[src/ocu_pkg.sv]
// package for the output compare unit: register map, fields, mode codes, state
package ocu_pkg;
  localparam logic [7:0] OFS_CONTROL = 8'h00;
  localparam logic [7:0] OFS_MATCH   = 8'h04;
  localparam logic [7:0] OFS_CONFIG  = 8'h08;
  localparam logic [7:0] OFS_STATUS  = 8'h0c;
  localparam logic [7:0] OFS_MASK    = 8'h10;
  localparam int CTRL_W = 6;
  localparam int MODE_W = 4;
  localparam int CFG_SEL_BIT = 0;
  localparam int CFG_ADC_BIT = 1;
  localparam int STAT_FLAG_BIT = 0;
  localparam int STAT_PIN_BIT  = 1;
  localparam logic [MODE_W-1:0] MODE_OFF    = 4'h0;
  localparam logic [MODE_W-1:0] MODE_TOGGLE = 4'h2;
  localparam logic [MODE_W-1:0] MODE_HIGH   = 4'h8;
  localparam logic [MODE_W-1:0] MODE_LOW    = 4'h9;
  localparam logic [MODE_W-1:0] MODE_SWINT  = 4'ha;
  localparam logic [MODE_W-1:0] MODE_SEVT   = 4'hb;
  localparam logic [CTRL_W-1:0] CTRL_RESET  = 6'h00;
  localparam logic [15:0]       MATCH_RESET = 16'h0000;
  localparam logic [31:0]       ZERO_WORD   = 32'h0000_0000;

  typedef struct packed {
    logic [CTRL_W-1:0] ctrl;
    logic [15:0]       match_value;
    logic              timebase_sel;
    logic              adc_trig_en;
    logic              flag;
    logic              irq_enable;
    logic              latch;
    logic              pin;
    logic              match_prev;
    logic              first_rst;
    logic              third_rst;
    logic              adc_start;
    logic              irq;
    logic [31:0]       prdata;
    logic              pready;
    logic              pslverr;
  } ocu_state_t;
endpackage : ocu_pkg

[src/ocu_top.sv]
// output compare unit: apb registers, 16-bit match, pin action, event trigger
// Behaviour
// - compare full match value with selected timer
// - match drives, clears, toggles or leaves pin
// - flag set with pin action, same cycle
// - zero control forces compare latch low
// - software interrupt mode leaves pin untouched
// - interrupt reaches cpu only when enabled
// - event trigger only in trigger mode
// - event trigger resets selected timebase timer
// - second module trigger starts enabled converter
// - 1000 high, 1001 low, 0010 toggle
// - mode 0000 disables and resets state
`timescale 1ns/100ps
module ocu_top #(
  parameter int ADDR_W = 8
) (
  // clock and reset
  input  wire logic              REF_CLK,
  input  wire logic              RST,
  // apb slave
  input  wire logic              PSEL,
  input  wire logic              PENABLE,
  input  wire logic              PWRITE,
  input  wire logic [ADDR_W-1:0] PADDR,
  input  wire logic [31:0]       PWDATA,
  output logic      [31:0]       PRDATA,
  output logic                   PREADY,
  output logic                   PSLVERR,
  // timebases and port
  input  wire logic [15:0]       FIRST_COUNT,
  input  wire logic [15:0]       THIRD_COUNT,
  input  wire logic              IO_LATCH,
  input  wire logic              ADC_ENABLED,
  // outputs
  output logic                   PIN_OUT,
  output logic                   FIRST_TIMER_RESET,
  output logic                   THIRD_TIMER_RESET,
  output logic                   ADC_START,
  output logic                   IRQ
);
  ocu_pkg::ocu_state_t s_reg;
  ocu_pkg::ocu_state_t s_next;

  function automatic logic is_compare(input logic [ocu_pkg::MODE_W-1:0] m);
    is_compare = (m == ocu_pkg::MODE_TOGGLE) || (m == ocu_pkg::MODE_HIGH) ||
                 (m == ocu_pkg::MODE_LOW) || (m == ocu_pkg::MODE_SWINT) ||
                 (m == ocu_pkg::MODE_SEVT);
  endfunction : is_compare

  function automatic logic drives_pin(input logic [ocu_pkg::MODE_W-1:0] m);
    drives_pin = (m == ocu_pkg::MODE_TOGGLE) || (m == ocu_pkg::MODE_HIGH) ||
                 (m == ocu_pkg::MODE_LOW);
  endfunction : drives_pin

  logic [ocu_pkg::MODE_W-1:0] mode;
  logic [15:0]                sel_count;
  logic                       equal;
  logic                       match_evt;
  logic                       access;
  logic                       wr_done;
  logic                       rd_done;
  logic [7:0]                 addr;
  logic                       mapped;

  assign mode      = s_reg.ctrl[ocu_pkg::MODE_W-1:0];
  assign sel_count = s_reg.timebase_sel ? THIRD_COUNT : FIRST_COUNT;
  assign equal     = (sel_count == s_reg.match_value);
  // edge of equality, so a stalled timer cannot retrigger the toggle
  assign match_evt = is_compare(mode) && equal && !s_reg.match_prev;
  assign access    = PSEL && PENABLE;
  assign wr_done   = access && s_reg.pready && PWRITE;
  assign rd_done   = access && s_reg.pready && !PWRITE;
  assign addr      = 8'(PADDR);
  assign mapped    = (addr == ocu_pkg::OFS_CONTROL) || (addr == ocu_pkg::OFS_MATCH) ||
                     (addr == ocu_pkg::OFS_CONFIG) || (addr == ocu_pkg::OFS_STATUS) ||
                     (addr == ocu_pkg::OFS_MASK);

  always_comb begin
    s_next = s_reg;
    s_next.first_rst = 1'b0;
    s_next.third_rst = 1'b0;
    s_next.adc_start = 1'b0;
    s_next.match_prev = equal;
    // one wait state: ready rises in the second access cycle
    s_next.pready = access && !s_reg.pready;
    s_next.pslverr = access && !s_reg.pready && !mapped;
    // register writes
    if (wr_done && mapped) begin
      unique case (addr)
        ocu_pkg::OFS_CONTROL: begin
          s_next.ctrl = PWDATA[ocu_pkg::CTRL_W-1:0];
          if (PWDATA[ocu_pkg::MODE_W-1:0] == ocu_pkg::MODE_HIGH) begin
            s_next.latch = 1'b0;
          end
          if (PWDATA[ocu_pkg::MODE_W-1:0] == ocu_pkg::MODE_LOW) begin
            s_next.latch = 1'b1;
          end
        end
        ocu_pkg::OFS_MATCH: s_next.match_value = PWDATA[15:0];
        ocu_pkg::OFS_CONFIG: begin
          s_next.timebase_sel = PWDATA[ocu_pkg::CFG_SEL_BIT];
          s_next.adc_trig_en  = PWDATA[ocu_pkg::CFG_ADC_BIT];
        end
        ocu_pkg::OFS_MASK: s_next.irq_enable = PWDATA[ocu_pkg::STAT_FLAG_BIT];
        default: s_next.ctrl = s_reg.ctrl;
      endcase
    end
    // read data prepared in the cycle before ready is seen
    s_next.prdata = ocu_pkg::ZERO_WORD;
    if (access && !s_reg.pready && !PWRITE) begin
      unique case (addr)
        ocu_pkg::OFS_CONTROL: s_next.prdata[ocu_pkg::CTRL_W-1:0] = s_reg.ctrl;
        ocu_pkg::OFS_MATCH:   s_next.prdata[15:0] = s_reg.match_value;
        ocu_pkg::OFS_CONFIG: begin
          s_next.prdata[ocu_pkg::CFG_SEL_BIT] = s_reg.timebase_sel;
          s_next.prdata[ocu_pkg::CFG_ADC_BIT] = s_reg.adc_trig_en;
        end
        ocu_pkg::OFS_STATUS: begin
          s_next.prdata[ocu_pkg::STAT_FLAG_BIT] = s_reg.flag;
          s_next.prdata[ocu_pkg::STAT_PIN_BIT]  = s_reg.pin;
        end
        ocu_pkg::OFS_MASK: s_next.prdata[ocu_pkg::STAT_FLAG_BIT] = s_reg.irq_enable;
        default: s_next.prdata = ocu_pkg::ZERO_WORD;
      endcase
    end
    // reading status clears the flag; a match in that cycle wins
    if (rd_done && addr == ocu_pkg::OFS_STATUS) begin
      s_next.flag = 1'b0;
    end
    if (match_evt) begin
      s_next.flag = 1'b1;
      unique case (mode)
        ocu_pkg::MODE_HIGH:   s_next.latch = 1'b1;
        ocu_pkg::MODE_LOW:    s_next.latch = 1'b0;
        ocu_pkg::MODE_TOGGLE: s_next.latch = !s_reg.latch;
        ocu_pkg::MODE_SEVT: begin
          s_next.first_rst = !s_reg.timebase_sel;
          s_next.third_rst = s_reg.timebase_sel;
          s_next.adc_start = s_reg.adc_trig_en && ADC_ENABLED;
        end
        default: s_next.latch = s_reg.latch;
      endcase
    end
    // disabled: latch held low and any match history forgotten
    if (s_next.ctrl[ocu_pkg::MODE_W-1:0] == ocu_pkg::MODE_OFF) begin
      s_next.latch = 1'b0;
      s_next.match_prev = 1'b0;
    end
    // pin follows the port latch unless a driving compare mode owns it
    s_next.pin = drives_pin(s_next.ctrl[ocu_pkg::MODE_W-1:0]) ? s_next.latch : IO_LATCH;
    s_next.irq = s_next.flag && s_next.irq_enable;
  end

  always_ff @(posedge REF_CLK or posedge RST) begin
    if (RST) begin
      s_reg <= '0;
    end else begin
      s_reg <= s_next;
    end
  end

  assign PRDATA            = s_reg.prdata;
  assign PREADY            = s_reg.pready;
  assign PSLVERR           = s_reg.pslverr;
  assign PIN_OUT           = s_reg.pin;
  assign FIRST_TIMER_RESET = s_reg.first_rst;
  assign THIRD_TIMER_RESET = s_reg.third_rst;
  assign ADC_START         = s_reg.adc_start;
  assign IRQ               = s_reg.irq;
endmodule : ocu_top

[config.mk]
export PLATFORM = sky130hd
export DESIGN_NAME = ocu_top
export DESIGN_NICKNAME = d
export VERILOG_FILES = /design/src/ocu_pkg.sv /design/src/ocu_top.sv
export SDC_FILE = /design/constraint.sdc
export NUM_CORES = 1
export LEC_CHECK = 0
export BUFFER_PORTS_ARGS = -buffer_cell sky130_fd_sc_hd__buf_2
export CORE_MARGIN = 1
export CORE_UTILIZATION = 48
export CTS_CLUSTER_DIAMETER = 150
export DETAILED_ROUTE_END_ITERATION = 8
export PLACE_DENSITY = 0.76
export SKIP_CTS_REPAIR_TIMING = 1
export SYNTH_ARGS = -nofsm -noshare
export SYNTH_HDL_FRONTEND = slang
export SYNTH_SLANG_ARGS = --single-unit
[constraint.sdc]
create_clock -name REF_CLK -period 2.6 [get_ports REF_CLK]
set_input_delay 0.39 -clock REF_CLK [delete_from_list [all_inputs] [get_ports REF_CLK]]
set_output_delay 0.39 -clock REF_CLK [all_outputs]
set_load 0.01 [all_outputs]
==> results of run 1 <==
[worst register-to-register path: stages, from the launching register on]
cell and delay [ns]:
sky130_fd_sc_hd__dfrtp_1 0.47, sky130_fd_sc_hd__buf_12 0.20, sky130_fd_sc_hd__mux2i_1 0.24, sky130_fd_sc_hd__xnor2_1 0.09
sky130_fd_sc_hd__nor4_1 0.37, sky130_fd_sc_hd__nand3_1 0.23, sky130_fd_sc_hd__or2_1 0.35, sky130_fd_sc_hd__nor3_2 0.16
[final cells by class]
type / count / area, um^2 / area share
Clock buffer: 6 / 72.57 / 0.02247
Clock inverter: 2 / 38.79 / 0.01201
Inverter: 6 / 22.52 / 0.006974
Multi-Input combinational cell: 161 / 1269 / 0.3929
Sequential cell: 51 / 1276 / 0.3952
Tap cell: 72 / 90.09 / 0.02790
Timing Repair Buffer: 88 / 460.4 / 0.1426
[report_power, final]
| group | internal (uW) | switching [uW] |
|---|---|---|
| Combinational | 57.7 | 70.2 |
| Sequential | 796 | 3.42 |
| Clock | 291 | 257 |
[cells in the final DEF, fill, tap and decap left out, drive strengths merged, types with 3 or more instances in the layout]
cell	count
a21oi	3
a22oi	4
and2	12
buf	88
clkbuf	6
conb	16
dfrtp	51
inv	7
mux2	23
mux2i	20
nand2	6
nand3	6
nor2	9
nor2b	3
nor3	8
nor3b	3
nor4	6
xnor2	13
xor2	4
[stage by stage]
stage | hold slack [ns] | power [uW] | setup slack [ns] | cells
5_1_grt | 0.1557 | 1537 | 0.2644 | 386
4_1_cts | 0.1219 | 1489 | 0.3974 | 386
3_5_place_dp | 0.4627 | 944.2 | 0.3543 | 378
3_3_place_gp | 0.4623 | 942.1 | 0.3904 | 378
6_report | 0.1071 | 1476 | 0.4160 | 386
2_1_floorplan | 0.4632 | 892.0 | 0.6731 | 257
[cell families after synthesis]
kind of cell,count (synthesis),synth area share
other,1,0.001342
AO/OA/AOI/OAI,19,0.04881
buffers and inverters,45,0.1093
multiplexers,43,0.1778
flip-flops,51,0.4568
XOR/XNOR,17,0.05329
AND/OR/NAND/NOR,66,0.1527
[per-layer routing]
metal	share of wire	global-route usage
met5	0	0
met4	0.030	0.1204
met3	0.027	0.02674
met2	0.53	0.3456
met1	0.41	0.2298
[how the worst min path moves through the flow]
| stage | startpoint | slack [ns] | cells past startpoint | to |
|---|---|---|---|---|
| 4_1_cts | RST | 0.12 | 2 | s_reg[52]$_DFFE_PP0P_ |
| 5_1_grt | RST | 0.16 | 2 | PRDATA[9]$_DFF_PP0_ |
| 6_report | RST | 0.11 | 2 | PRDATA[9]$_DFF_PP0_ |
| 2_1_floorplan | s_reg[42]$_DFF_PP0_ | 0.46 | 2 | s_reg[42]$_DFF_PP0_ |
| 3_5_place_dp | RST | 0.46 | 2 | PRDATA[9]$_DFF_PP0_ |
| 3_3_place_gp | RST | 0.46 | 2 | PRDATA[9]$_DFF_PP0_ |
==> run metrics, run 1 <==
flip-flop count of the largest register, all copies and words added=24; RSZ-0062 raised after global routing=false; synth unique cells=49; CTS tree=yes; H-Tree Level Count=2; die width=around 78 um; depth of the critical timing path with buffers and inverters included=7; average wire per cell in the routed design=14.26 um; end of the worst register-to-register path=ADC_START$_DFF_PP0_; FF+latch count, synth=51; total setup violations reported at the end of the flow=0; placer's final routability congestion estimate=0.8803; number of max-cap violations=0; library cell with the largest summed area after synthesis=sky130_fd_sc_hd__dfrtp_1; Max Clk Rate=457.9 MHz; highest fanout seen on the critical path=16; global-route wire length before repair=9.197 mm; main flop type after synthesis=sky130_fd_sc_hd__dfrtp_1; All-Layer GR Usage=0.1979; largest net degree at the start of global routing=27; DR vias/cell=5.062; Skew-Pair Late Insertion Delay=0.31 ns; CTS buffer count=5; area added between synthesis and finish=15.58%; area inside the core boundary=roughly 5600 um^2; initial core utilization=0.5012; via count of the first global-routing pass=1994; Crit Reg-Reg Startpoint=s_reg[44]$_DFFE_PP0P_; Req. time, crit path=roughly 2.8 ns; post-synthesis area per instance=approximately 12 um^2; remaining max-slew budget at the tightest pin=0.6397; utilization after layout=0.5793; Syn. warnings=0; Total Negative Setup Slacks=0 ns; fraction of synthesized cell area taken by the top area cell type=0.4568; number of port buffers=85; Final Critical Period=2.184 ns; worst hold path type=in -> async; CP Class=reg -> reg; die boundary height=78.30 um; CP Launch Point=s_reg[44]$_DFFE_PP0P_; ports placed on the boundary=118; post-detailed-placement cell area=3118 um^2; cell family with the largest share of critical-path delay=simple AND/OR/NAND/NOR gates; critical path endpoint category=flip-flop; share of post-route cells with drive strength above 1=0.4076; remaining number of nets flagged by the antenna check after routing=0; Layout Skew=0.01548 ns; part of the Yosys area used for sequential elements=0.4568; Tightest Pin Transition=0.5397 ns; CTS root buffer=sky130_fd_sc_hd__clkbuf_8; design area=around 3200 um^2; global-route congestion overflow total=0; First DRT Iteration DRCs=81; pwr dens=456.9 nW/um^2; number of buffers and inverters on the critical path=1; clock sink count=51; Pleak=~0.0017 uW; register-to-register setup slack=0.42 ns; count leader, synth=sky130_fd_sc_hd__dfrtp_1; Net count, final=392; detailed-route via count=approximately 2000; Async SR Flop Fraction=1.000; run status=completed; longest individual stage delay on the worst path=between 0.4 and 0.5 ns; DPL Wire Length=~4.4 mm; die footprint=6130 um^2; Post-Syn Area=2794 um^2; row count=27; Synth top cells by count=sky130_fd_sc_hd__dfrtp_1, sky130_fd_sc_hd__buf_4, sky130_fd_sc_hd__mux2i_1; Slew Viols, Final=0; worst IR drop on VDD=0.2514 mV; final antenna diode count=0; leading post-synthesis cells by cell area=sky130_fd_sc_hd__dfrtp_1, sky130_fd_sc_hd__buf_4, sky130_fd_sc_hd__mux2i_1; Gate Count Post-Synth=242; critical path, cell by cell=buf_12, mux2i_1, xnor2_1, nor4_1, nand3_1, or2_1, nor3_2; category of the worst setup path launch point=flip-flop; buffer depth of the longest clock path=2; number of enable-type register cells in the synthesized netlist=0; length in cells of the worst reg-to-reg path=7; Data arrival, critical path=2.41 ns; number of remaining DRC errors=0; final period utilization=0.8400; initial antenna violation count=0; number of search-and-repair iterations in the first detailed-routing pass=4; Worst setup endpoint=ADC_START$_DFF_PP0_; cell with the largest stage delay on the worst path=sky130_fd_sc_hd__dfrtp_1; Clock Pin Slew Worst Setup and Hold Paths=0.10 ns; detailed-route wire length=5.505 mm; fill cell count=between 400 and 500; number of failing hold endpoints at the final stage=0
No activity file was read; power rests on OpenSTA's default activity.
==> run 2, diff against run 1 <==
- clock period: 2.6 -> 2.1 ns (I/O delays scaled with it)
==> run metrics, run 2 (same netlist as run 1, synthesis figures left out) <==
Req. time, crit path=2.33 ns (was 2.83 ns); total setup violations reported at the end of the flow=0 (unchanged); number of failing hold endpoints at the final stage=0 (unchanged); worst hold path type=in -> async (unchanged); share of post-route cells with drive strength above 1=0.4601 (was 0.4076); First DRT Iteration DRCs=84 (was 81); die width=78.30 um (unchanged); Pleak=0.001710 uW (was 0.001650 uW); ports placed on the boundary=118 (unchanged); pwr dens=514.7 nW/um^2 (was 456.9 nW/um^2); Skew-Pair Late Insertion Delay=0.31 ns (about the same); end of the worst register-to-register path=ADC_START$_DFF_PP0_ (unchanged); Clock Pin Slew Worst Setup and Hold Paths=0.09 ns (was 0.10 ns); number of port buffers=85 (unchanged); die footprint=6130 um^2 (unchanged); CTS buffer count=5 (unchanged); longest individual stage delay on the worst path=0.44 ns (was 0.47 ns); DPL Wire Length=4.338 mm (was 4.351 mm); post-detailed-placement cell area=3188 um^2 (was 3118 um^2); All-Layer GR Usage=0.2027 (was 0.1979); cell with the largest stage delay on the worst path=sky130_fd_sc_hd__dfrtp_1 (unchanged); Data arrival, critical path=2.24 ns (was 2.41 ns); final period utilization=0.9584 (was 0.8400); area inside the core boundary=5574 um^2 (unchanged); number of buffers and inverters on the critical path=1 (unchanged); average wire per cell in the routed design=14.47 um (was 14.26 um); initial antenna violation count=0 (unchanged); Tightest Pin Transition=0.6275 ns (was 0.5397 ns); number of search-and-repair iterations in the first detailed-routing pass=4 (unchanged); fill cell count=479 (was 493); number of remaining DRC errors=0 (unchanged); Crit Reg-Reg Startpoint=s_reg[44]$_DFFE_PP0P_ (unchanged); global-route congestion overflow total=0 (unchanged); critical path endpoint category=flip-flop (unchanged); highest fanout seen on the critical path=5 (was 16); category of the worst setup path launch point=flip-flop (unchanged); most used cells in the layout excluding fill and tap cells=sky130_fd_sc_hd__buf_2, sky130_fd_sc_hd__dfrtp_1, sky130_fd_sc_hd__mux2i_1, sky130_fd_sc_hd__conb_1, sky130_fd_sc_hd__buf_4 (was sky130_fd_sc_hd__buf_2, sky130_fd_sc_hd__dfrtp_1, sky130_fd_sc_hd__mux2i_1); CP Class=reg -> reg (unchanged); CTS root buffer=sky130_fd_sc_hd__clkbuf_8 (unchanged); number of max-cap violations=0 (unchanged); H-Tree Level Count=2 (unchanged); global-route wire length before repair=9.335 mm (was 9.197 mm); placer's final routability congestion estimate=0.8720 (was 0.8803); run status=completed (unchanged); flip-flop count of the largest register, all copies and words added=24 (unchanged); initial core utilization=0.5012 (unchanged); Pwr Total=1723 uW (was 1476 uW); via count of the first global-routing pass=2032 (was 1994); Net count, final=404 (was 392); most common cell after layout, fill and taps aside=sky130_fd_sc_hd__buf_2 (unchanged); die boundary height=78.30 um (unchanged); final antenna diode count=0 (unchanged); cell family with the largest share of critical-path delay=simple AND/OR/NAND/NOR gates (unchanged); detailed-route wire length=5.761 mm (was 5.505 mm); Max Clk Rate=496.9 MHz (was 457.9 MHz); length in cells of the worst reg-to-reg path=7 (unchanged); worst IR drop on VDD=0.3301 mV (was 0.2514 mV); Slew Viols, Final=0 (unchanged); Final Critical Period=2.013 ns (was 2.184 ns); design area=3348 um^2 (was 3229 um^2); row count=27 (unchanged); area added between synthesis and finish=19.84% (was 15.58%); DR vias/cell=5.033 (was 5.062); remaining number of nets flagged by the antenna check after routing=0 (unchanged); CTS tree=yes (unchanged); Layout Skew=0.007403 ns (was 0.01548 ns); remaining max-slew budget at the tightest pin=0.5817 (was 0.6397); critical path, cell by cell=buf_4, mux2i_1, xnor2_1, nor4_2, nand3_2, or2_4, nor3_2 (was buf_12, mux2i_1, xnor2_1, nor4_1, nand3_1, or2_1, nor3_2); detailed-route via count=2003 (was 1954); worst hold slack=0.1457 ns (was 0.1071 ns); register-to-register setup slack=0.09 ns (was 0.42 ns); clock sink count=51 (unchanged); buffer depth of the longest clock path=2 (unchanged); largest net degree at the start of global routing=52 (was 27)
run 2: cell count changes in the layout (fill, tap and decap cells not counted), moves of 3 or more:
cell,before,now
sky130_fd_sc_hd__nor4_1,5,2
sky130_fd_sc_hd__mux2i_2,0,3
sky130_fd_sc_hd__nor4_2,1,4
sky130_fd_sc_hd__buf_4,2,14
sky130_fd_sc_hd__mux2i_1,20,16
run 2: layout make-up:
| cell class | count | area (um^2) | share of cell area |
|---|---|---|---|
| Multi-Input combinational cell | 161 | 1324 | 0.3954 |
| Sequential cell | 51 | 1276 | 0.3812 |
| Timing Repair Buffer | 100 | 550.5 | 0.1644 |
| Tap cell | 72 | 90.09 | 0.02691 |
| Clock buffer | 6 | 72.57 | 0.02167 |
| Inverter | 6 | 22.52 | 0.006726 |
| Clock inverter | 2 | 12.51 | 0.003737 |
run 2: worst max-delay path by stage:
stage	slack, ns	end	cells after the start	start
2_1_floorplan	0.24	PIN_OUT$_DFF_PP0_	7	PREADY$_DFF_PP0_
3_3_place_gp	0.001	s_reg[60]$_DFFE_PP0P_	5	PADDR[5]
3_5_place_dp	-0.02	FIRST_TIMER_RESET$_DFF_PP0_	7	s_reg[44]$_DFFE_PP0P_
4_1_cts	-0.04	FIRST_TIMER_RESET$_DFF_PP0_	7	s_reg[44]$_DFFE_PP0P_
5_1_grt	-0.01	THIRD_TIMER_RESET$_DFF_PP0_	7	s_reg[44]$_DFFE_PP0P_
6_report	0.09	ADC_START$_DFF_PP0_	7	s_reg[44]$_DFFE_PP0P_
run 2: worst reg2reg max path, stage by stage (launching register included):
cell and delay [ns]:
sky130_fd_sc_hd__dfrtp_1 0.44, sky130_fd_sc_hd__buf_4 0.19, sky130_fd_sc_hd__mux2i_1 0.22, sky130_fd_sc_hd__xnor2_1 0.10, sky130_fd_sc_hd__nor4_2 0.34, sky130_fd_sc_hd__nand3_2 0.18
sky130_fd_sc_hd__or2_4 0.31, sky130_fd_sc_hd__nor3_2 0.14
run 2: metal layers:
metal | vias to the layer above | wire length (um) | track usage
met4 | 0 | 106 | 0.08889
met2 | 52 | 3087 | 0.3605
met5 | - | 0 | 0
met3 | 7 | 195 | 0.03953
li1 | 960 | - | -
met1 | 984 | 2372 | 0.2359
run 2: report_power, final:
part | leakage [uW] | internal (uW) | switching, uW | total [uW]
combinational | 0.000960 | 77.3 | 91.7 | 169
sequential | 0.000709 | 986 | 4.22 | 990
clock | 0.0000412 | 234 | 331 | 564
total | 0.00171 | 1300 | 426 | 1720
run 2: stage by stage:
step	util	TNS, ns	worst slack [ns]	instances
final	0.6007	0	0.08735	398
after global routing	0.6007	-0.01474	-0.01157	398
after CTS	0.5872	-0.08319	-0.04189	397
after detailed placement	0.5719	-0.06072	-0.01801	389
after global placement	0.5719	0	0.001079	389
after floorplan	-	0	0.2357	257
==> run 3, diff against run 2 <==
- CORE_UTILIZATION: 48 -> 43
- PLACE_DENSITY: 0.76 -> 0.72
- clock period: 2.1 -> 1.8 ns (I/O delays scaled with it)
==> run metrics, run 3 (same netlist as run 1, synthesis figures left out) <==
run status=complete, but fails checks (was completed); violations in the final reports=setup timing; H-Tree Level Count=2 (unchanged); CTS root buffer=sky130_fd_sc_hd__clkbuf_8 (unchanged); DPL Wire Length=4.553 mm (was 4.338 mm); Layout Skew=0.006194 ns (was 0.007403 ns); RSZ-0062 raised after global routing=true; All-Layer GR Usage=0.1877 (was 0.2027); most used cells in the layout excluding fill and tap cells=sky130_fd_sc_hd__buf_2, sky130_fd_sc_hd__dfrtp_1, sky130_fd_sc_hd__buf_4 (was sky130_fd_sc_hd__buf_2, sky130_fd_sc_hd__dfrtp_1, sky130_fd_sc_hd__mux2i_1, sky130_fd_sc_hd__conb_1, sky130_fd_sc_hd__buf_4); Crit Reg-Reg Startpoint=s_reg[44]$_DFFE_PP0P_ (unchanged); Net count, final=419 (was 404); Worst setup endpoint=IRQ$_DFF_PP0_ (was ADC_START$_DFF_PP0_); Max Clk Rate=513.3 MHz (was 496.9 MHz); number of search-and-repair iterations in the first detailed-routing pass=4 (unchanged); Pleak=0.001812 uW (was 0.001710 uW); die footprint=6824 um^2 (was 6130 um^2); number of port buffers=85 (unchanged); die width=82.61 um (was 78.30 um); CTS buffer count=5 (unchanged); most common cell after layout, fill and taps aside=sky130_fd_sc_hd__buf_2 (unchanged); remaining max-slew budget at the tightest pin=0.5977 (was 0.5817); die boundary height=82.61 um (was 78.30 um); utilization after layout=0.5658 (was 0.6007); end of the worst register-to-register path=IRQ$_DFF_PP0_ (was ADC_START$_DFF_PP0_); Skew-Pair Late Insertion Delay=0.30 ns (was 0.31 ns); global-route wire length before repair=9.384 mm (was 9.335 mm); Final Critical Period=1.948 ns (was 2.013 ns); worst hold path type=in -> async (unchanged); initial antenna violation count=0 (unchanged); area added between synthesis and finish=27.86% (was 19.84%); placer's final routability congestion estimate=0.8511 (was 0.8720); number of remaining DRC errors=0 (unchanged); clock sink count=51 (unchanged); Slew Viols, Final=0 (unchanged); category of the worst setup path launch point=flip-flop (unchanged); register area=1277 um^2 (was 1276 um^2); footprint of the multi-input gates=1384 um^2 (was 1324 um^2); Total Negative Setup Slacks=-0.7811 ns (was 0 ns); detailed-route wire length=6.071 mm (was 5.761 mm); length in cells of the worst reg-to-reg path=7 (unchanged); number of max-cap violations=0 (unchanged); CP Class=reg -> reg (unchanged); Tightest Pin Transition=0.6025 ns (was 0.6275 ns); CTS tree=yes (unchanged); area inside the core boundary=6314 um^2 (was 5574 um^2); minimum setup slack in the final design=-0.1480 ns (was 0.08735 ns); Clock Pin Slew Worst Setup and Hold Paths=0.09 ns (about the same); share of post-route cells with drive strength above 1=0.5132 (was 0.4601); final antenna diode count=0 (unchanged); highest fanout seen on the critical path=12 (was 5); total setup violations reported at the end of the flow=7 (was 0); buffer depth of the longest clock path=2 (unchanged); critical path endpoint category=flip-flop (unchanged); First DRT Iteration DRCs=85 (was 84); flip-flop count of the largest register, all copies and words added=24 (unchanged); global-route congestion overflow total=0 (unchanged); remaining number of nets flagged by the antenna check after routing=0 (unchanged); via count of the first global-routing pass=2077 (was 2032); final period utilization=1.082 (was 0.9584); pwr dens=584.7 nW/um^2 (was 514.7 nW/um^2); Req. time, crit path=2.03 ns (was 2.33 ns); row count=29 (was 27); average wire per cell in the routed design=14.52 um (was 14.47 um); register-to-register setup slack=-0.15 ns (was 0.09 ns); number of failing hold endpoints at the final stage=0 (unchanged); detailed-route via count=2095 (was 2003); worst IR drop on VDD=0.2776 mV (was 0.3301 mV); DR vias/cell=5.012 (was 5.033); fill cell count=560 (was 479); pre-CTS setup slack=-0.2833 ns (was -0.01801 ns); ports placed on the boundary=118 (unchanged); CP Launch Point=s_reg[44]$_DFFE_PP0P_ (unchanged); initial core utilization=0.4425 (was 0.5012); Data arrival, critical path=2.18 ns (was 2.24 ns); largest net degree at the start of global routing=30 (was 52)
==> run 3: where the power goes <==
| group | switching, uW | internal, uW | leakage (uW) |
|---|---|---|---|
| Combinational | 118 | 108 | 0.00105 |
| Sequential | 4.21 | 1150 | 0.000707 |
| Clock | 357 | 351 | 0.0000515 |
| Total | 479 | 1610 | 0.00181 |
==> run 3: critical path: stages, from the launching register on <==
cell	delay, ns
sky130_fd_sc_hd__dfrtp_2	0.42
sky130_fd_sc_hd__buf_12	0.17
sky130_fd_sc_hd__mux2i_2	0.25
sky130_fd_sc_hd__xor2_1	0.16
sky130_fd_sc_hd__nand4_1	0.15
sky130_fd_sc_hd__or2_4	0.30
sky130_fd_sc_hd__or2_4	0.29
sky130_fd_sc_hd__a21boi_1	0.14
==> run 3: worst min path at each step <==
stage / slack [ns] / end / startpoint
2_1_floorplan: 0.40 / ADC_START$_DFF_PP0_ / ADC_ENABLED
3_3_place_gp: 0.38 / PRDATA[9]$_DFF_PP0_ / RST
3_5_place_dp: 0.38 / PRDATA[9]$_DFF_PP0_ / RST
4_1_cts: 0.06 / PRDATA[3]$_DFF_PP0_ / RST
5_1_grt: 0.08 / PRDATA[9]$_DFF_PP0_ / RST
6_report: 0.03 / PRDATA[9]$_DFF_PP0_ / RST
==> run 3: routing by layer <==
metal,GRT usage,vias up,routed length (um)
met5,0,-,0
met4,0.08966,0,167
met3,0.02747,14,217
met2,0.3289,67,3180
met1,0.2254,1023,2506
li1,-,991,-
==> run 3: area by class of cell <==
| class | count | share of cell area |
|---|---|---|
| Multi-Input combinational cell | 161 | 0.3874 |
| Clock buffer | 8 | 0.02802 |
| Timing Repair Buffer | 115 | 0.1937 |
| Sequential cell | 51 | 0.3576 |
| Inverter | 6 | 0.006305 |
| Tap cell | 77 | 0.02697 |
==> run 3: stage by stage <==
step	hold WS [ns]	instance area [um^2]	instances	power, uW
after CTS	0.05758	3395	412	2092
after global routing	0.08475	3572	418	2179
after global placement	0.3767	3294	404	1383
after detailed placement	0.3835	3294	404	1387
final	0.03114	3572	418	2089
after floorplan	0.4026	2851	257	1289
